===== src/point_cmd_regs.svh =====
// register offsets, field positions and reset values for the point command port
`ifndef POINT_CMD_REGS_SVH
`define POINT_CMD_REGS_SVH

// ==========================================
// register byte offsets
`define REG_CTRL_OFS        8'h00
`define REG_MFCFG_OFS       8'h04
`define REG_STATUS_OFS      8'h08
`define REG_LAST_OFS        8'h0C

// ==========================================
// control register fields
`define CTRL_BITS_LSB       0
`define CTRL_BITS_W         3
`define CTRL_PT_POL         3
`define CTRL_HOME_POL       4
`define CTRL_SRV_VALID      5
`define CTRL_SEQ_DB         6
`define CTRL_SEQ_CLR        7
`define CTRL_CCW_EN         8
`define CTRL_CW_EN          9
`define CTRL_INH_POL        10
`define CTRL_INH_STOP       11
`define CTRL_RESET          32'h0000_0B2E

// ==========================================
// multi-function config fields
`define MF_FUNC_W           3
`define MF_FUNC_A_LSB       0
`define MF_FUNC_B_LSB       3
`define MF_POL_A            6
`define MF_POL_B            7
`define MFCFG_RESET         32'h0000_00C0

// ==========================================
// bus answers
`define RESP_OKAY           2'h0
`define RESP_SLVERR         2'h2

`endif


===== src/point_cmd_pkg.sv =====
// types shared by the point command input block
package point_cmd_pkg;

	// kind of command taken from a strobe
	typedef enum logic [2:0] {
		CMD_NONE,
		CMD_ALARM_CLEAR,
		CMD_MOVE_POINT,
		CMD_JOG_FWD,
		CMD_JOG_REV,
		CMD_HOME
	} cmd_kind_t;

	// function assigned to a multi-function input
	typedef enum logic [2:0] {
		MF_NONE,
		MF_INST_STOP,
		MF_TEMP_STOP,
		MF_DECEL_STOP,
		MF_JOG_FWD,
		MF_JOG_REV,
		MF_ALARM_CLEAR
	} mf_func_t;

	// command handed to the motion engine
	typedef struct packed {
		cmd_kind_t  kind;
		logic [5:0] point;
	} cmd_t;

	// stop, jog and alarm-clear requests from the multi-function inputs
	typedef struct packed {
		logic inst_stop;
		logic temp_stop;
		logic decel_stop;
		logic jog_fwd;
		logic jog_rev;
		logic alarm_clear;
	} mf_req_t;

endpackage


===== src/point_cmd_input.sv =====
// point command input port: strobe decode, inhibits, servo enable, multi-function inputs
//
// Notes on behaviour
// - max point minus one jogs forward fast
// - max point minus two jogs reverse fast
// - open ccw inhibit blocks ccw commands
// - open cw inhibit blocks cw commands
// - inhibit enable, polarity, stop mode settable
// - home sensor closed means near; invertible
// - servo enable closed gives servo on
// - servo enable open cuts motor power
// - servo-off sequence picks brake and clear
// - servo enable input can be made invalid
// - strobe closing starts move to point
// - each multi input assignable to six functions
// - each multi input has own polarity
// - maximum point code returns axis home
// - point code zero clears the alarm
// - point code binary weighted, polarity settable
// - busy transistor off while command processing
//
// Implementation choices: the AXI4-Lite register port and the placing of the registers.
`timescale 1ns/1ps
`include "point_cmd_regs.svh"

module point_cmd_input
	import point_cmd_pkg::*;
#(
	parameter int PT_BITS = 6  // width of the point code
) (
	input  wire logic        core_clk,
	input  wire logic        arst_n,
	// contact inputs, 1 = closed to the common return
	input  wire logic        point_select_bit0,
	input  wire logic        point_select_bit1,
	input  wire logic        point_select_bit2,
	input  wire logic        point_select_bit3,
	input  wire logic        point_select_bit4,
	input  wire logic        point_select_bit5,
	input  wire logic        command_strobe,
	input  wire logic        ccw_travel_inhibit,
	input  wire logic        cw_travel_inhibit,
	input  wire logic        home_sensor_in,
	input  wire logic        servo_enable_in,
	input  wire logic        multi_function_in_a,
	input  wire logic        multi_function_in_b,
	// motion engine handshake
	input  wire logic        motion_done,
	// AXI4-Lite slave
	input  wire logic        s_axi_awvalid,
	output logic             s_axi_awready,
	input  wire logic [7:0]  s_axi_awaddr,
	input  wire logic        s_axi_wvalid,
	output logic             s_axi_wready,
	input  wire logic [31:0] s_axi_wdata,
	input  wire logic [3:0]  s_axi_wstrb,
	output logic             s_axi_bvalid,
	input  wire logic        s_axi_bready,
	output logic [1:0]       s_axi_bresp,
	input  wire logic        s_axi_arvalid,
	output logic             s_axi_arready,
	input  wire logic [7:0]  s_axi_araddr,
	output logic             s_axi_rvalid,
	input  wire logic        s_axi_rready,
	output logic [31:0]      s_axi_rdata,
	output logic [1:0]       s_axi_rresp,
	// outputs toward the drive
	output logic             busy_on,
	output cmd_t             cmd,
	output logic             cmd_start,
	output logic             servo_on,
	output logic             dyn_brake,
	output logic             clear_deviation,
	output logic             block_ccw,
	output logic             block_cw,
	output logic             inhibit_stop_mode,
	output logic             near_home,
	output mf_req_t          mf_req
);

	// ==========================================
	// elaboration checks
	if (PT_BITS != 6) begin : g_bad_width
		$error("point_cmd_input serves a 6-bit point code only");
	end

	// ==========================================
	// reset release
	logic       rst_meta;        // first stage
	logic       rst_n;           // released reset

	// two flops release the reset to the core clock
	always_ff @(posedge core_clk or negedge arst_n) begin
		if (!arst_n) begin
			rst_meta <= 1'b0;
			rst_n    <= 1'b0;
		end else begin
			rst_meta <= 1'b1;
			rst_n    <= rst_meta;
		end
	end

	// ==========================================
	// helpers
	// contact level to active level under a polarity bit
	function automatic logic act(input logic closed, input logic pol_closed);
		act = pol_closed ? closed : ~closed;
	endfunction

	// ==========================================
	// registers
	logic [31:0] ctrl;           // control settings
	logic [31:0] mfcfg;          // multi-function settings
	logic [5:0]  last_point;     // code of the last accepted command
	cmd_kind_t   last_kind;      // kind of the last accepted command

	logic [2:0]  pt_bits;        // point code width in use
	logic [5:0]  max_point;      // highest point code
	assign pt_bits   = ctrl[`CTRL_BITS_LSB +: `CTRL_BITS_W];
	assign max_point = 6'(7'((1 << pt_bits) - 1));

	// ==========================================
	// contact decode
	logic [5:0]  raw_code;       // closed contacts, weights 1..32
	logic [5:0]  code;           // code after polarity and width
	logic        stb_act;        // strobe closed
	logic        stb_prev;       // strobe of last cycle
	logic        servo_act;      // servo enable asserted
	logic        ccw_open;       // ccw inhibit active
	logic        cw_open;        // cw inhibit active

	assign raw_code = {point_select_bit5, point_select_bit4, point_select_bit3,
		point_select_bit2, point_select_bit1, point_select_bit0};

	// binary weights, polarity and width masking
	always_comb begin
		code = (ctrl[`CTRL_PT_POL] ? raw_code : ~raw_code) & max_point;
	end

	assign stb_act   = command_strobe;
	// servo enable ignored when made invalid
	assign servo_act = ctrl[`CTRL_SRV_VALID] ? servo_enable_in : 1'b1;
	// inhibits count when enabled; polarity bit 0 means open is active
	assign ccw_open  = ctrl[`CTRL_CCW_EN] & act(ccw_travel_inhibit, ctrl[`CTRL_INH_POL]);
	assign cw_open   = ctrl[`CTRL_CW_EN] & act(cw_travel_inhibit, ctrl[`CTRL_INH_POL]);

	// ==========================================
	// multi-function inputs
	logic [1:0]  mf_act;         // per-input active level
	mf_func_t    mf_fn [2];      // per-input function
	assign mf_act[0] = act(multi_function_in_a, mfcfg[`MF_POL_A]);
	assign mf_act[1] = act(multi_function_in_b, mfcfg[`MF_POL_B]);
	assign mf_fn[0]  = mf_func_t'(mfcfg[`MF_FUNC_A_LSB +: `MF_FUNC_W]);
	assign mf_fn[1]  = mf_func_t'(mfcfg[`MF_FUNC_B_LSB +: `MF_FUNC_W]);

	mf_req_t     mf_part [2];    // request from each input
	genvar gi;
	generate
		for (gi = 0; gi < 2; gi++) begin : g_mf
			// map an asserted input onto its function
			always_comb begin
				mf_part[gi]             = '0;
				mf_part[gi].inst_stop   = mf_act[gi] && mf_fn[gi] == MF_INST_STOP;
				mf_part[gi].temp_stop   = mf_act[gi] && mf_fn[gi] == MF_TEMP_STOP;
				mf_part[gi].decel_stop  = mf_act[gi] && mf_fn[gi] == MF_DECEL_STOP;
				mf_part[gi].jog_fwd     = mf_act[gi] && mf_fn[gi] == MF_JOG_FWD && !ccw_open;
				mf_part[gi].jog_rev     = mf_act[gi] && mf_fn[gi] == MF_JOG_REV && !cw_open;
				mf_part[gi].alarm_clear = mf_act[gi] && mf_fn[gi] == MF_ALARM_CLEAR;
			end
		end
	endgenerate

	// ==========================================
	// strobe command decode
	cmd_t        next_cmd;       // command for the sampled code
	logic        cmd_blocked;    // refused by an inhibit

	always_comb begin
		next_cmd.point = code;
		cmd_blocked    = 1'b0;
		if (code == 6'h00) begin
			next_cmd.kind = CMD_ALARM_CLEAR;
		end else if (code == max_point) begin
			next_cmd.kind = CMD_HOME;
		end else if (code == 6'(max_point - 6'h01)) begin
			next_cmd.kind = CMD_JOG_FWD;
			cmd_blocked   = ccw_open;
		end else if (code == 6'(max_point - 6'h02)) begin
			next_cmd.kind = CMD_JOG_REV;
			cmd_blocked   = cw_open;
		end else begin
			next_cmd.kind = CMD_MOVE_POINT;
		end
	end

	// ==========================================
	// command sequencer
	typedef enum logic [1:0] {
		ST_IDLE,
		ST_RUN,
		ST_HOLD
	} seq_t;
	seq_t        state;          // sequencer state
	logic        take;           // accept this strobe edge

	assign take = state == ST_IDLE && stb_act && !stb_prev && servo_act;

	// strobe edge memory
	always_ff @(posedge core_clk or negedge rst_n) begin
		if (!rst_n) begin
			stb_prev <= 1'b0;
		end else begin
			stb_prev <= stb_act;
		end
	end

	// idle, processing, then wait for strobe release
	always_ff @(posedge core_clk or negedge rst_n) begin
		if (!rst_n) begin
			state <= ST_IDLE;
		end else begin
			case (state)
				ST_IDLE: begin
					if (take && !cmd_blocked) begin
						state <= ST_RUN;
					end
				end
				ST_RUN: begin
					if (motion_done || !servo_act) begin
						state <= ST_HOLD;
					end
				end
				ST_HOLD: begin
					// busy stays off until the strobe opens
					if (!stb_act) begin
						state <= ST_IDLE;
					end
				end
				default: begin
					state <= ST_IDLE;
				end
			endcase
		end
	end

	// command latch and start pulse
	always_ff @(posedge core_clk or negedge rst_n) begin
		if (!rst_n) begin
			cmd        <= '{kind: CMD_NONE, point: 6'h00};
			cmd_start  <= 1'b0;
			last_point <= 6'h00;
			last_kind  <= CMD_NONE;
		end else begin
			cmd_start <= take && !cmd_blocked;
			if (take && !cmd_blocked) begin
				cmd        <= next_cmd;
				last_point <= next_cmd.point;
				last_kind  <= next_cmd.kind;
			end
		end
	end

	// ==========================================
	// drive-facing outputs
	always_ff @(posedge core_clk or negedge rst_n) begin
		if (!rst_n) begin
			busy_on           <= 1'b1;
			servo_on          <= 1'b0;
			dyn_brake         <= 1'b0;
			clear_deviation   <= 1'b0;
			block_ccw         <= 1'b0;
			block_cw          <= 1'b0;
			inhibit_stop_mode <= 1'b0;
			near_home         <= 1'b0;
			mf_req            <= '0;
		end else begin
			// a refused strobe leaves busy untouched
			busy_on           <= state == ST_IDLE && !(take && !cmd_blocked);
			servo_on          <= servo_act;
			dyn_brake         <= !servo_act && ctrl[`CTRL_SEQ_DB];
			clear_deviation   <= !servo_act && ctrl[`CTRL_SEQ_CLR];
			block_ccw         <= ccw_open;
			block_cw          <= cw_open;
			inhibit_stop_mode <= ctrl[`CTRL_INH_STOP];
			near_home         <= act(home_sensor_in, !ctrl[`CTRL_HOME_POL]);
			mf_req            <= mf_part[0] | mf_part[1];
		end
	end

	// ==========================================
	// bus write channel
	logic        aw_held;        // address taken
	logic        w_held;         // data taken
	logic [7:0]  aw_addr;        // held address
	logic [31:0] w_data;         // held data
	logic [3:0]  w_strb;         // held strobes

	// merge byte lanes into a register
	function automatic logic [31:0] lanes(input logic [31:0] old, input logic [31:0] nw,
		input logic [3:0] st);
		for (int i = 0; i < 4; i++) begin
			old[8*i +: 8] = st[i] ? nw[8*i +: 8] : old[8*i +: 8];
		end
		lanes = old;
	endfunction

	// take address and data in either order, answer after both
	always_ff @(posedge core_clk or negedge rst_n) begin
		if (!rst_n) begin
			aw_held       <= 1'b0;
			w_held        <= 1'b0;
			aw_addr       <= 8'h00;
			w_data        <= 32'h0000_0000;
			w_strb        <= 4'h0;
			s_axi_awready <= 1'b0;
			s_axi_wready  <= 1'b0;
			s_axi_bvalid  <= 1'b0;
			s_axi_bresp   <= `RESP_OKAY;
			ctrl          <= `CTRL_RESET;
			mfcfg         <= `MFCFG_RESET;
		end else begin
			s_axi_awready <= !aw_held && !s_axi_awready && !s_axi_bvalid;
			s_axi_wready  <= !w_held && !s_axi_wready && !s_axi_bvalid;
			if (s_axi_awvalid && s_axi_awready) begin
				aw_held <= 1'b1;
				aw_addr <= s_axi_awaddr;
			end
			if (s_axi_wvalid && s_axi_wready) begin
				w_held <= 1'b1;
				w_data <= s_axi_wdata;
				w_strb <= s_axi_wstrb;
			end
			if (aw_held && w_held && !s_axi_bvalid) begin
				aw_held      <= 1'b0;
				w_held       <= 1'b0;
				s_axi_bvalid <= 1'b1;
				s_axi_bresp  <= `RESP_OKAY;
				if (aw_addr == `REG_CTRL_OFS) begin
					ctrl <= lanes(ctrl, w_data, w_strb) & 32'h0000_0FFF;
				end else if (aw_addr == `REG_MFCFG_OFS) begin
					mfcfg <= lanes(mfcfg, w_data, w_strb) & 32'h0000_00FF;
				end else if (aw_addr == `REG_STATUS_OFS || aw_addr == `REG_LAST_OFS) begin
					s_axi_bresp <= `RESP_OKAY;
				end else begin
					s_axi_bresp <= `RESP_SLVERR;
				end
			end else if (s_axi_bvalid && s_axi_bready) begin
				s_axi_bvalid <= 1'b0;
			end
		end
	end

	// ==========================================
	// bus read channel
	logic [31:0] status_word;    // live state for software

	always_comb begin
		status_word      = 32'h0000_0000;
		status_word[0]   = state != ST_IDLE;
		status_word[1]   = servo_act;
		status_word[2]   = near_home;
		status_word[3]   = ccw_open;
		status_word[4]   = cw_open;
		status_word[5]   = stb_act;
		status_word[7:6] = state;
		status_word[13:8] = code;
	end

	// one read at a time, answered the cycle after the address
	always_ff @(posedge core_clk or negedge rst_n) begin
		if (!rst_n) begin
			s_axi_arready <= 1'b0;
			s_axi_rvalid  <= 1'b0;
			s_axi_rdata   <= 32'h0000_0000;
			s_axi_rresp   <= `RESP_OKAY;
		end else begin
			s_axi_arready <= !s_axi_arready && !s_axi_rvalid;
			if (s_axi_arvalid && s_axi_arready) begin
				s_axi_rvalid <= 1'b1;
				s_axi_rresp  <= `RESP_OKAY;
				if (s_axi_araddr == `REG_CTRL_OFS) begin
					s_axi_rdata <= ctrl;
				end else if (s_axi_araddr == `REG_MFCFG_OFS) begin
					s_axi_rdata <= mfcfg;
				end else if (s_axi_araddr == `REG_STATUS_OFS) begin
					s_axi_rdata <= status_word;
				end else if (s_axi_araddr == `REG_LAST_OFS) begin
					s_axi_rdata <= {21'h000000, 3'(last_kind), 2'h0, last_point};
				end else begin
					s_axi_rdata <= 32'h0000_0000;
					s_axi_rresp <= `RESP_SLVERR;
				end
			end else if (s_axi_rvalid && s_axi_rready) begin
				s_axi_rvalid <= 1'b0;
			end
		end
	end

endmodule


===== config.mk =====
export PLATFORM = sky130hd
export DESIGN_NAME = point_cmd_input
export DESIGN_NICKNAME = d
export VERILOG_FILES = /design/src/point_cmd_pkg.sv /design/src/point_cmd_input.sv
export VERILOG_INCLUDE_DIRS = /design/src
export SDC_FILE = /design/constraint.sdc
export NUM_CORES = 1
export LEC_CHECK = 0
export ABC_AREA = 0
export BUFFER_PORTS_ARGS = -buffer_cell sky130_fd_sc_hd__buf_2
export CAP_MARGIN = 0
export CORE_UTILIZATION = 52
export CTS_BUF_LIST = sky130_fd_sc_hd__clkbuf_4
export DETAILED_ROUTE_END_ITERATION = 8
export MAX_ROUTING_LAYER = met4
export PLACE_DENSITY_LB_ADDON = 0.12
export REMOVE_ABC_BUFFERS = 1
export SYNTH_ARGS = -nofsm -noshare
export SYNTH_HDL_FRONTEND = slang
export SYNTH_SLANG_ARGS = --single-unit

===== constraint.sdc =====
create_clock -name core_clk -period 5.7 [get_ports core_clk]
set_clock_uncertainty 0.05 [all_clocks]
set_input_delay 0.57 -clock core_clk [delete_from_list [all_inputs] [get_ports core_clk]]
set_output_delay 0.57 -clock core_clk [all_outputs]
set_load 0.01 [all_outputs]

==> impl_results.md, run 1 <==
* Routed wire length at roughly 10000 um
* Worst Path Max Fanout at 14
* Drt first-iter violations at 161
* Largest net degree at the start of global routing at 52
* Gr ovfl total at 0
* Synth area leader: dfrtp_1
* Post-synthesis compound-gate area fraction at 0.108
* Sequential area share after synthesis at 0.510
* Main synth FF type: dfrtp_1
* Worst-path clk slew at around 0.14 ns
* Synth Area in Adders at 0.0135
* CP Data Arrival Time at just over 3 ns
* Remaining DRCs at 0
* TritonCTS buffer count at 9
* Final Hold Fails at 0
* Initial Util at 0.534
* Min Hold Slack at 0.265 ns
* Vias/cell at 5.47
* Total track usage at 0.237
* Crit path kind: reg -> reg
* CTS tree: yes
* Mux contribution to synthesized area at 0.152
* Main combinational cell family by area after synthesis: multiplexers
* Post-synthesis cell type count at 59
* Diode count at 0
* Max clock buf depth at 2
* Worst-Margin Slew at 1.16 ns
* Antenna viol nets, final at 0
* # hold bufs at CTS at 1
* CORE AREA at just under 9000 um^2
* Number of top-level pins at 138
* CTS resizes at 0
* Port Buf Inserts at 95
* DIE WIDTH at between 90 and 100 um
* Setup TNS at 0 ns
* Setup crit start kind: flip-flop
* Yosys top cell area share at 0.454
* Min-Delay Path Class: reg -> async
* Final layout net count at approximately 570
* Skew-Pair Late Insertion Delay at 0.42 ns
* Unrepaired setup endpoints after global routing: false
* Peak supply drop at 0.239 mV
* Area Growth Syn to Fin at 13.6%
* First-pass GRT wire length at 15,700 um
* Max Cap Viol at 0
* Final setup fails at 0
* WP data required at 5.93 ns
* Via count at 3,279
* Final Util at 0.606
* Async SR Flop Fraction at 1.00
* Fin crit share at 0.505
* Fraction of layout cells with a size suffix above 1 at 0.378
* Synth Cell Area at 4630 um^2
* H-tree levels at 3
* FMAX at 347 MHz
* Post-layout min period at between 2 and 3 ns
* Max Slew Vio Count at 0
* Drt pass-1 iters at 4
* Leakage at roughly 0.0025 uW
* Postcts setup bufs at 0
* Simple-Gate Fraction of Synth Area at 0.120
* Site Rows at 34
* Synth top area cells: dfrtp_1 (45%), mux2_2 (10%), dfstp_2 (5.7%), buf_4 (3.4%), mux4_2 (2.4%)
* Yosys warns at 0
* XOR/XNOR Fraction of Synth Area at 0.0356
* Die ar. at approximately 9300 um^2
* Clock Tree Root: clkbuf_4
* Post-synth EDFFs at 0
* Avg WL per Cell at 16.5 um
* Detailed Place HPWL at about 7300 um
* Post-Synthesis Mean Instance Area at between 10 and 15 um^2
* Vias in the first global route at 2,995
* Crit end category: flip-flop
* Mapped Cells at 392
* CTS sink count at 94
* Routability Congestion at 0.883
* Status: finished clean
* Cell Pwr Density at ~340 nW/um^2
* Slew margin rel. at 0.225
* Chip height at 96.4 um
* Initial antenna violation count at 0
* FF+latch count, synth at 94
[synthesized netlist by cell type, types with 6 or more instances]
| library cell | instances |
|---|---|
| a21oi_1 | 8 |
| a22o_1 | 12 |
| buf_4 | 21 |
| clkbuf_1 | 6 |
| dfrtp_1 | 84 |
| dfstp_2 | 10 |
| inv_1 | 12 |
| mux2_2 | 43 |
| mux2i_1 | 8 |
| nand2_1 | 27 |
| nand2b_1 | 6 |
| nand3_1 | 15 |
| nor2_1 | 19 |
| nor3_1 | 9 |
| o21ai_0 | 13 |
| o22ai_1 | 11 |
| xnor2_1 | 10 |
| xor2_1 | 7 |
[final cells by class]
class / instances / area, um^2
clock inverters: 5 / 58.8
clock buffers: 11 / 82.6
well taps: 108 / 135
fillers: 763 / 3420
flip-flops and latches: 94 / 2370
repair buffers: 99 / 508
inverters: 12 / 45.0
multi-input cells: 271 / 2060
[layout by cell type, fill, tap and decap left out, types with 2 or more instances in the layout]
master,Yosys,final
buf_2,2,95
dfrtp_1,84,83
mux2_2,43,43
nand2_1,27,27
conb_1,2,21
nor2_1,19,19
nand3_1,15,15
o21ai_0,13,13
inv_1,12,12
a22o_1,12,12
o22ai_1,11,11
clkbuf_4,0,11
xnor2_1,10,10
dfstp_2,10,10
nor3_1,9,9
a21oi_1,8,8
mux2i_1,8,8
xor2_1,7,7
nand2b_1,6,6
o211ai_1,5,5
nand4_1,5,5
mux4_2,5,5
ha_1,5,5
and2_1,4,4
buf_4,21,3
nor2b_1,2,2
o311ai_0,2,2
nor4_1,2,2
nand3b_1,2,2
a31oi_1,2,2
o31ai_1,2,2
clkinvlp_4,0,2
[where the power goes]
| part | leakage, uW | switching, uW | internal (uW) |
|---|---|---|---|
| logic | 0.00130 | 252 | 244 |
| registers | 0.00118 | 131 | 826 |
| clock network | 0.0000735 | 215 | 145 |
| total | 0.00255 | 598 | 1210 |
[cells by family (layout without fill, tap and decap cells)]
| logic type | after synthesis | in the layout |
|---|---|---|
| xor gates and xnor gates | 18 | 18 |
| muxes | 57 | 57 |
| and+or+nand+nor | 102 | 102 |
| buffers and inverters | 46 | 127 |
| adders and majority gates | 5 | 5 |
| other | 2 | 21 |
| DFF | 94 | 94 |
| AOI/OAI and AO/OA | 68 | 68 |
[final timing paths]
| kind | startpoint | endpoint | slack (ns) | cells after the start |
|---|---|---|---|---|
| max reg2reg | ctrl[2]$_DFFE_PN1P_ | last_point[0]$_DFFE_PN0P_ | 2.82 | 8 |
| min | rst_n$_DFF_PN0_ | w_data[1]$_DFFE_PN0P_ | 0.27 | 0 |
| min reg2reg | rst_n$_DFF_PN0_ | w_data[1]$_DFFE_PN0P_ | 0.27 | 0 |
| min in group core_clk | s_axi_bready | s_axi_bvalid$_DFFE_PN0P_ | 0.27 | 2 |
| max | ctrl[2]$_DFFE_PN1P_ | last_point[0]$_DFFE_PN0P_ | 2.82 | 8 |
| max in group asynchronous | rst_n$_DFF_PN0_ | w_data[0]$_DFFE_PN0P_ | 4.29 | 1 |
[per-layer routing]
layer,wire length [um],global-route usage,share of wire
met4,144,0.0637,0.015
met2,4680,0.358,0.47
met5,0,-,0
met1,4670,0.339,0.47
met3,409,0.0336,0.041
[stage by stage]
| stage | setup slack, ns | std cells | area (um^2) | power (uW) |
|---|---|---|---|---|
| floorplan | 2.86 | 377 | 4470 | 1290 |
| finish | 2.82 | 600 | 5260 | 1810 |
| CTS | 2.83 | 600 | 5260 | 1830 |
| global placement | 2.88 | 583 | 5110 | 1450 |
| global route | 2.63 | 600 | 5260 | 1930 |
| detailed placement | 2.85 | 583 | 5110 | 1470 |
[state kept, by name (all words and copies together), names as in the netlist, 2 cells and up]
| name | flops |
|---|---|
| aw_addr | 8 |
| ctrl | 12 |
| last_kind | 3 |
| last_point | 6 |
| mf_req | 6 |
| mfcfg | 8 |
| s_axi_rdata | 14 |
| state | 2 |
| w_data | 12 |
| w_strb | 2 |
[worst max-delay path, cell delays in order (launching register included)]
cell,delay [ns]
dfstp_2,0.72
inv_1,0.16
ha_1,0.29
nor2_1,0.20
xor2_2,0.33
a22oi_4,0.16
a32oi_2,0.29
o211a_1,0.39
o22ai_1,0.14
No activity file was read; power rests on OpenSTA's default activity.
==> inputs of run 2 (changes only) <==
==> constraint.sdc (replaced) <==
create_clock -name core_clk -period 2.96 [get_ports core_clk]
set_clock_uncertainty 0.05 [all_clocks]
set_input_delay 0.296 -clock core_clk [delete_from_list [all_inputs] [get_ports core_clk]]
set_output_delay 0.296 -clock core_clk [all_outputs]
set_load 0.01 [all_outputs]
==> impl_results.md, run 2 (synthesis gave the netlist of run 1 again) <==
* Max clock buf depth at 2 (unchanged)
* Antenna viol nets, final at 0 (unchanged)
* H-tree levels at 3 (unchanged)
* Via count at 3,322 (was 3,279)
* Leakage at 0.00260 uW (was 0.00255 uW)
* Hold depth at 2
* Post-layout min period at 2.77 ns (was 2.88 ns)
* Total track usage at 0.236 (was 0.237)
* R2R Path Start: ctrl[1]$_DFFE_PN1P_ (was ctrl[2]$_DFFE_PN1P_)
* R2R depth at 8 (unchanged)
* Final Hold Fails at 0 (unchanged)
* Chip height at 96.4 um (unchanged)
* Top Registers: s_axi_rdata x14, ctrl x12, w_data x12 (unchanged)
* Gr ovfl total at 0 (unchanged)
* Final Instance Area at 5380 um^2 (was 5260 um^2)
* Postcts setup bufs at 0 (unchanged)
* CTS sink count at 94 (unchanged)
* Peak supply drop at 0.507 mV (was 0.239 mV)
* Status: finished clean (unchanged)
* Vias in the first global route at 3,076 (was 2,995)
* Clock Tree Root: clkbuf_4 (unchanged)
* Max reg flops at 14 (unchanged)
* Post-DP Area at 5160 um^2 (was 5110 um^2)
* CP Data Arrival Time at 2.99 ns (was 3.11 ns)
* Drt pass-1 iters at 4 (unchanged)
* RR Endpoint: last_point[0]$_DFFE_PN0P_ (unchanged)
* FMAX at 361 MHz (was 347 MHz)
* Commonest non-fill, non-tap cells in the layout: buf_2 (95), dfrtp_1 (83), mux2_2 (43) (unchanged)
* Cell Pwr Density at 668 nW/um^2 (was 344 nW/um^2)
* Routed wire length at 10,000 um (was 9900 um)
* Detailed Place HPWL at 7390 um (was 7270 um)
* Largest net degree at the start of global routing at 53 (was 52)
* Worst-path clk slew at 0.16 ns (was 0.14 ns)
* Crit path kind: reg -> reg (unchanged)
* Skew-Pair Late Insertion Delay at 0.43 ns (was 0.42 ns)
* First-pass GRT wire length at 15,700 um (unchanged)
* Largest Register: s_axi_rdata (unchanged)
* Fraction of layout cells with a size suffix above 1 at 0.381 (was 0.378)
* Total power draw at 3590 uW (was 1810 uW)
* Setup TNS at 0 ns (unchanged)
* Crit end category: flip-flop (unchanged)
* Met2 WL post-DR at 4680 um (about the same)
* Worst-Margin Slew at 0.671 ns (was 1.16 ns)
* Site Rows at 34 (unchanged)
* Unrepaired setup endpoints after global routing: false (unchanged)
* Min Hold Slack at 0.0376 ns (was 0.265 ns)
* DR WL met3 at 510 um (was 409 um)
* Hold path start: s_axi_wdata[10]
* Worst Path Max Fanout at 14 (unchanged)
* Slew margin rel. at 0.552 (was 0.225)
* Reg-to-reg slack, setup at 0.19 ns (was 2.82 ns)
* Number of top-level pins at 138 (unchanged)
* Final layout net count at 574 (was 565)
* Diode count at 0 (unchanged)
* Max Cap Viol at 0 (unchanged)
* Final setup fails at 0 (unchanged)
* Die ar. at 9290 um^2 (unchanged)
* CORE AREA at 8680 um^2 (unchanged)
* Max Slew Vio Count at 0 (unchanged)
* DIE WIDTH at 96.4 um (unchanged)
* Setup crit start: ctrl[1]$_DFFE_PN1P_ (was ctrl[2]$_DFFE_PN1P_)
* Hold EP: w_data[10]$_DFFE_PN0P_
* Fill cells at 744 (was 763)
* Area Growth Syn to Fin at 16.0% (was 13.6%)
* TritonCTS buffer count at 9 (unchanged)
* Setup crit start kind: flip-flop (unchanged)
* Initial antenna violation count at 0 (unchanged)
* Min-Delay Path Class: in -> reg (was reg -> async)
* Routability Congestion at 0.910 (was 0.883)
* Remaining DRCs at 0 (unchanged)
* Drt first-iter violations at 246 (was 161)
* Met1 wire length at 4620 um (was 4670 um)
* Most common cell after layout, fill and taps aside: buf_2 (unchanged)
* Vias/cell at 5.45 (was 5.47)
* Avg WL per Cell at 16.5 um (about the same)
* WP data required at 3.19 ns (was 5.93 ns)
* CTS tree: yes (unchanged)
* Fin crit share at 0.935 (was 0.505)
* Max layer used: met4 (unchanged)
* Initial Util at 0.534 (unchanged)
* Port Buf Inserts at 95 (unchanged)
run 2: cell types whose count changed in the layout (fill, tap and decap cells not counted), sizes merged:
cell / delta
buf: +5
dlygate4sd3: +4
clkbuf: -2
clkinv: +2
clkinvlp: -2
bufinv: +1
inv: +1
run 2: metal layers:
layer / vias to the layer above / track usage
li1: 1581 / -
met1: 1603 / 0.329
met2: 119 / 0.352
met3: 19 / 0.0329
met4: 0 / 0.0907
met5: - / -
run 2: repair_timing:
action,in CTS,in global routing
endpoints found under the setup margin,0,8
endpoints found under the hold margin,6,0
gates resized for setup,0,2
hold buffers,5,0
run 2: area by class of cell:
| type | instances | area [um^2] | share of cell area |
|---|---|---|---|
| clock buffer | 9 | 67.6 | 0.0126 |
| clock inverter | 7 | 95.1 | 0.0177 |
| inverter | 12 | 45.0 | 0.00838 |
| multi-input combinational | 271 | 2060 | 0.384 |
| sequential | 94 | 2370 | 0.441 |
| tap | 108 | 135 | 0.0251 |
| timing repair buffer | 108 | 598 | 0.111 |
run 2: power by group:
part	internal, uW	switching (uW)	leakage [uW]
combinational	481	492	0.00134
clock	347	430	0.0000883
sequential	1590	251	0.00118
run 2: per-stage QoR:
stage               cells  utilization  setup slack, ns
floorplan             377            -            0.115
global placement      588        0.595            0.294
detailed placement    588        0.595            0.217
CTS                   609        0.619            0.171
global route          609        0.620           0.0307
finish                609        0.620            0.191
run 2: worst max path at each step:
stage	end	slack, ns	depth (start not counted)
2_1_floorplan	aw_addr[0]$_DFFE_PN0P_	0.12	0
3_3_place_gp	last_kind[2]$_DFFE_PN0P_	0.29	8
3_5_place_dp	last_kind[2]$_DFFE_PN0P_	0.22	8
4_1_cts	last_point[0]$_DFFE_PN0P_	0.17	8
5_1_grt	last_point[4]$_DFFE_PN0P_	0.03	8
6_report	last_point[0]$_DFFE_PN0P_	0.19	8
run 2: critical path: stages (launching register included):
cell,delay (ns)
dfstp_4,0.73
inv_1,0.08
ha_1,0.28
nor2_1,0.20
xor2_2,0.34
a22oi_4,0.17
a32oi_2,0.30
o211a_2,0.35
o22ai_1,0.13
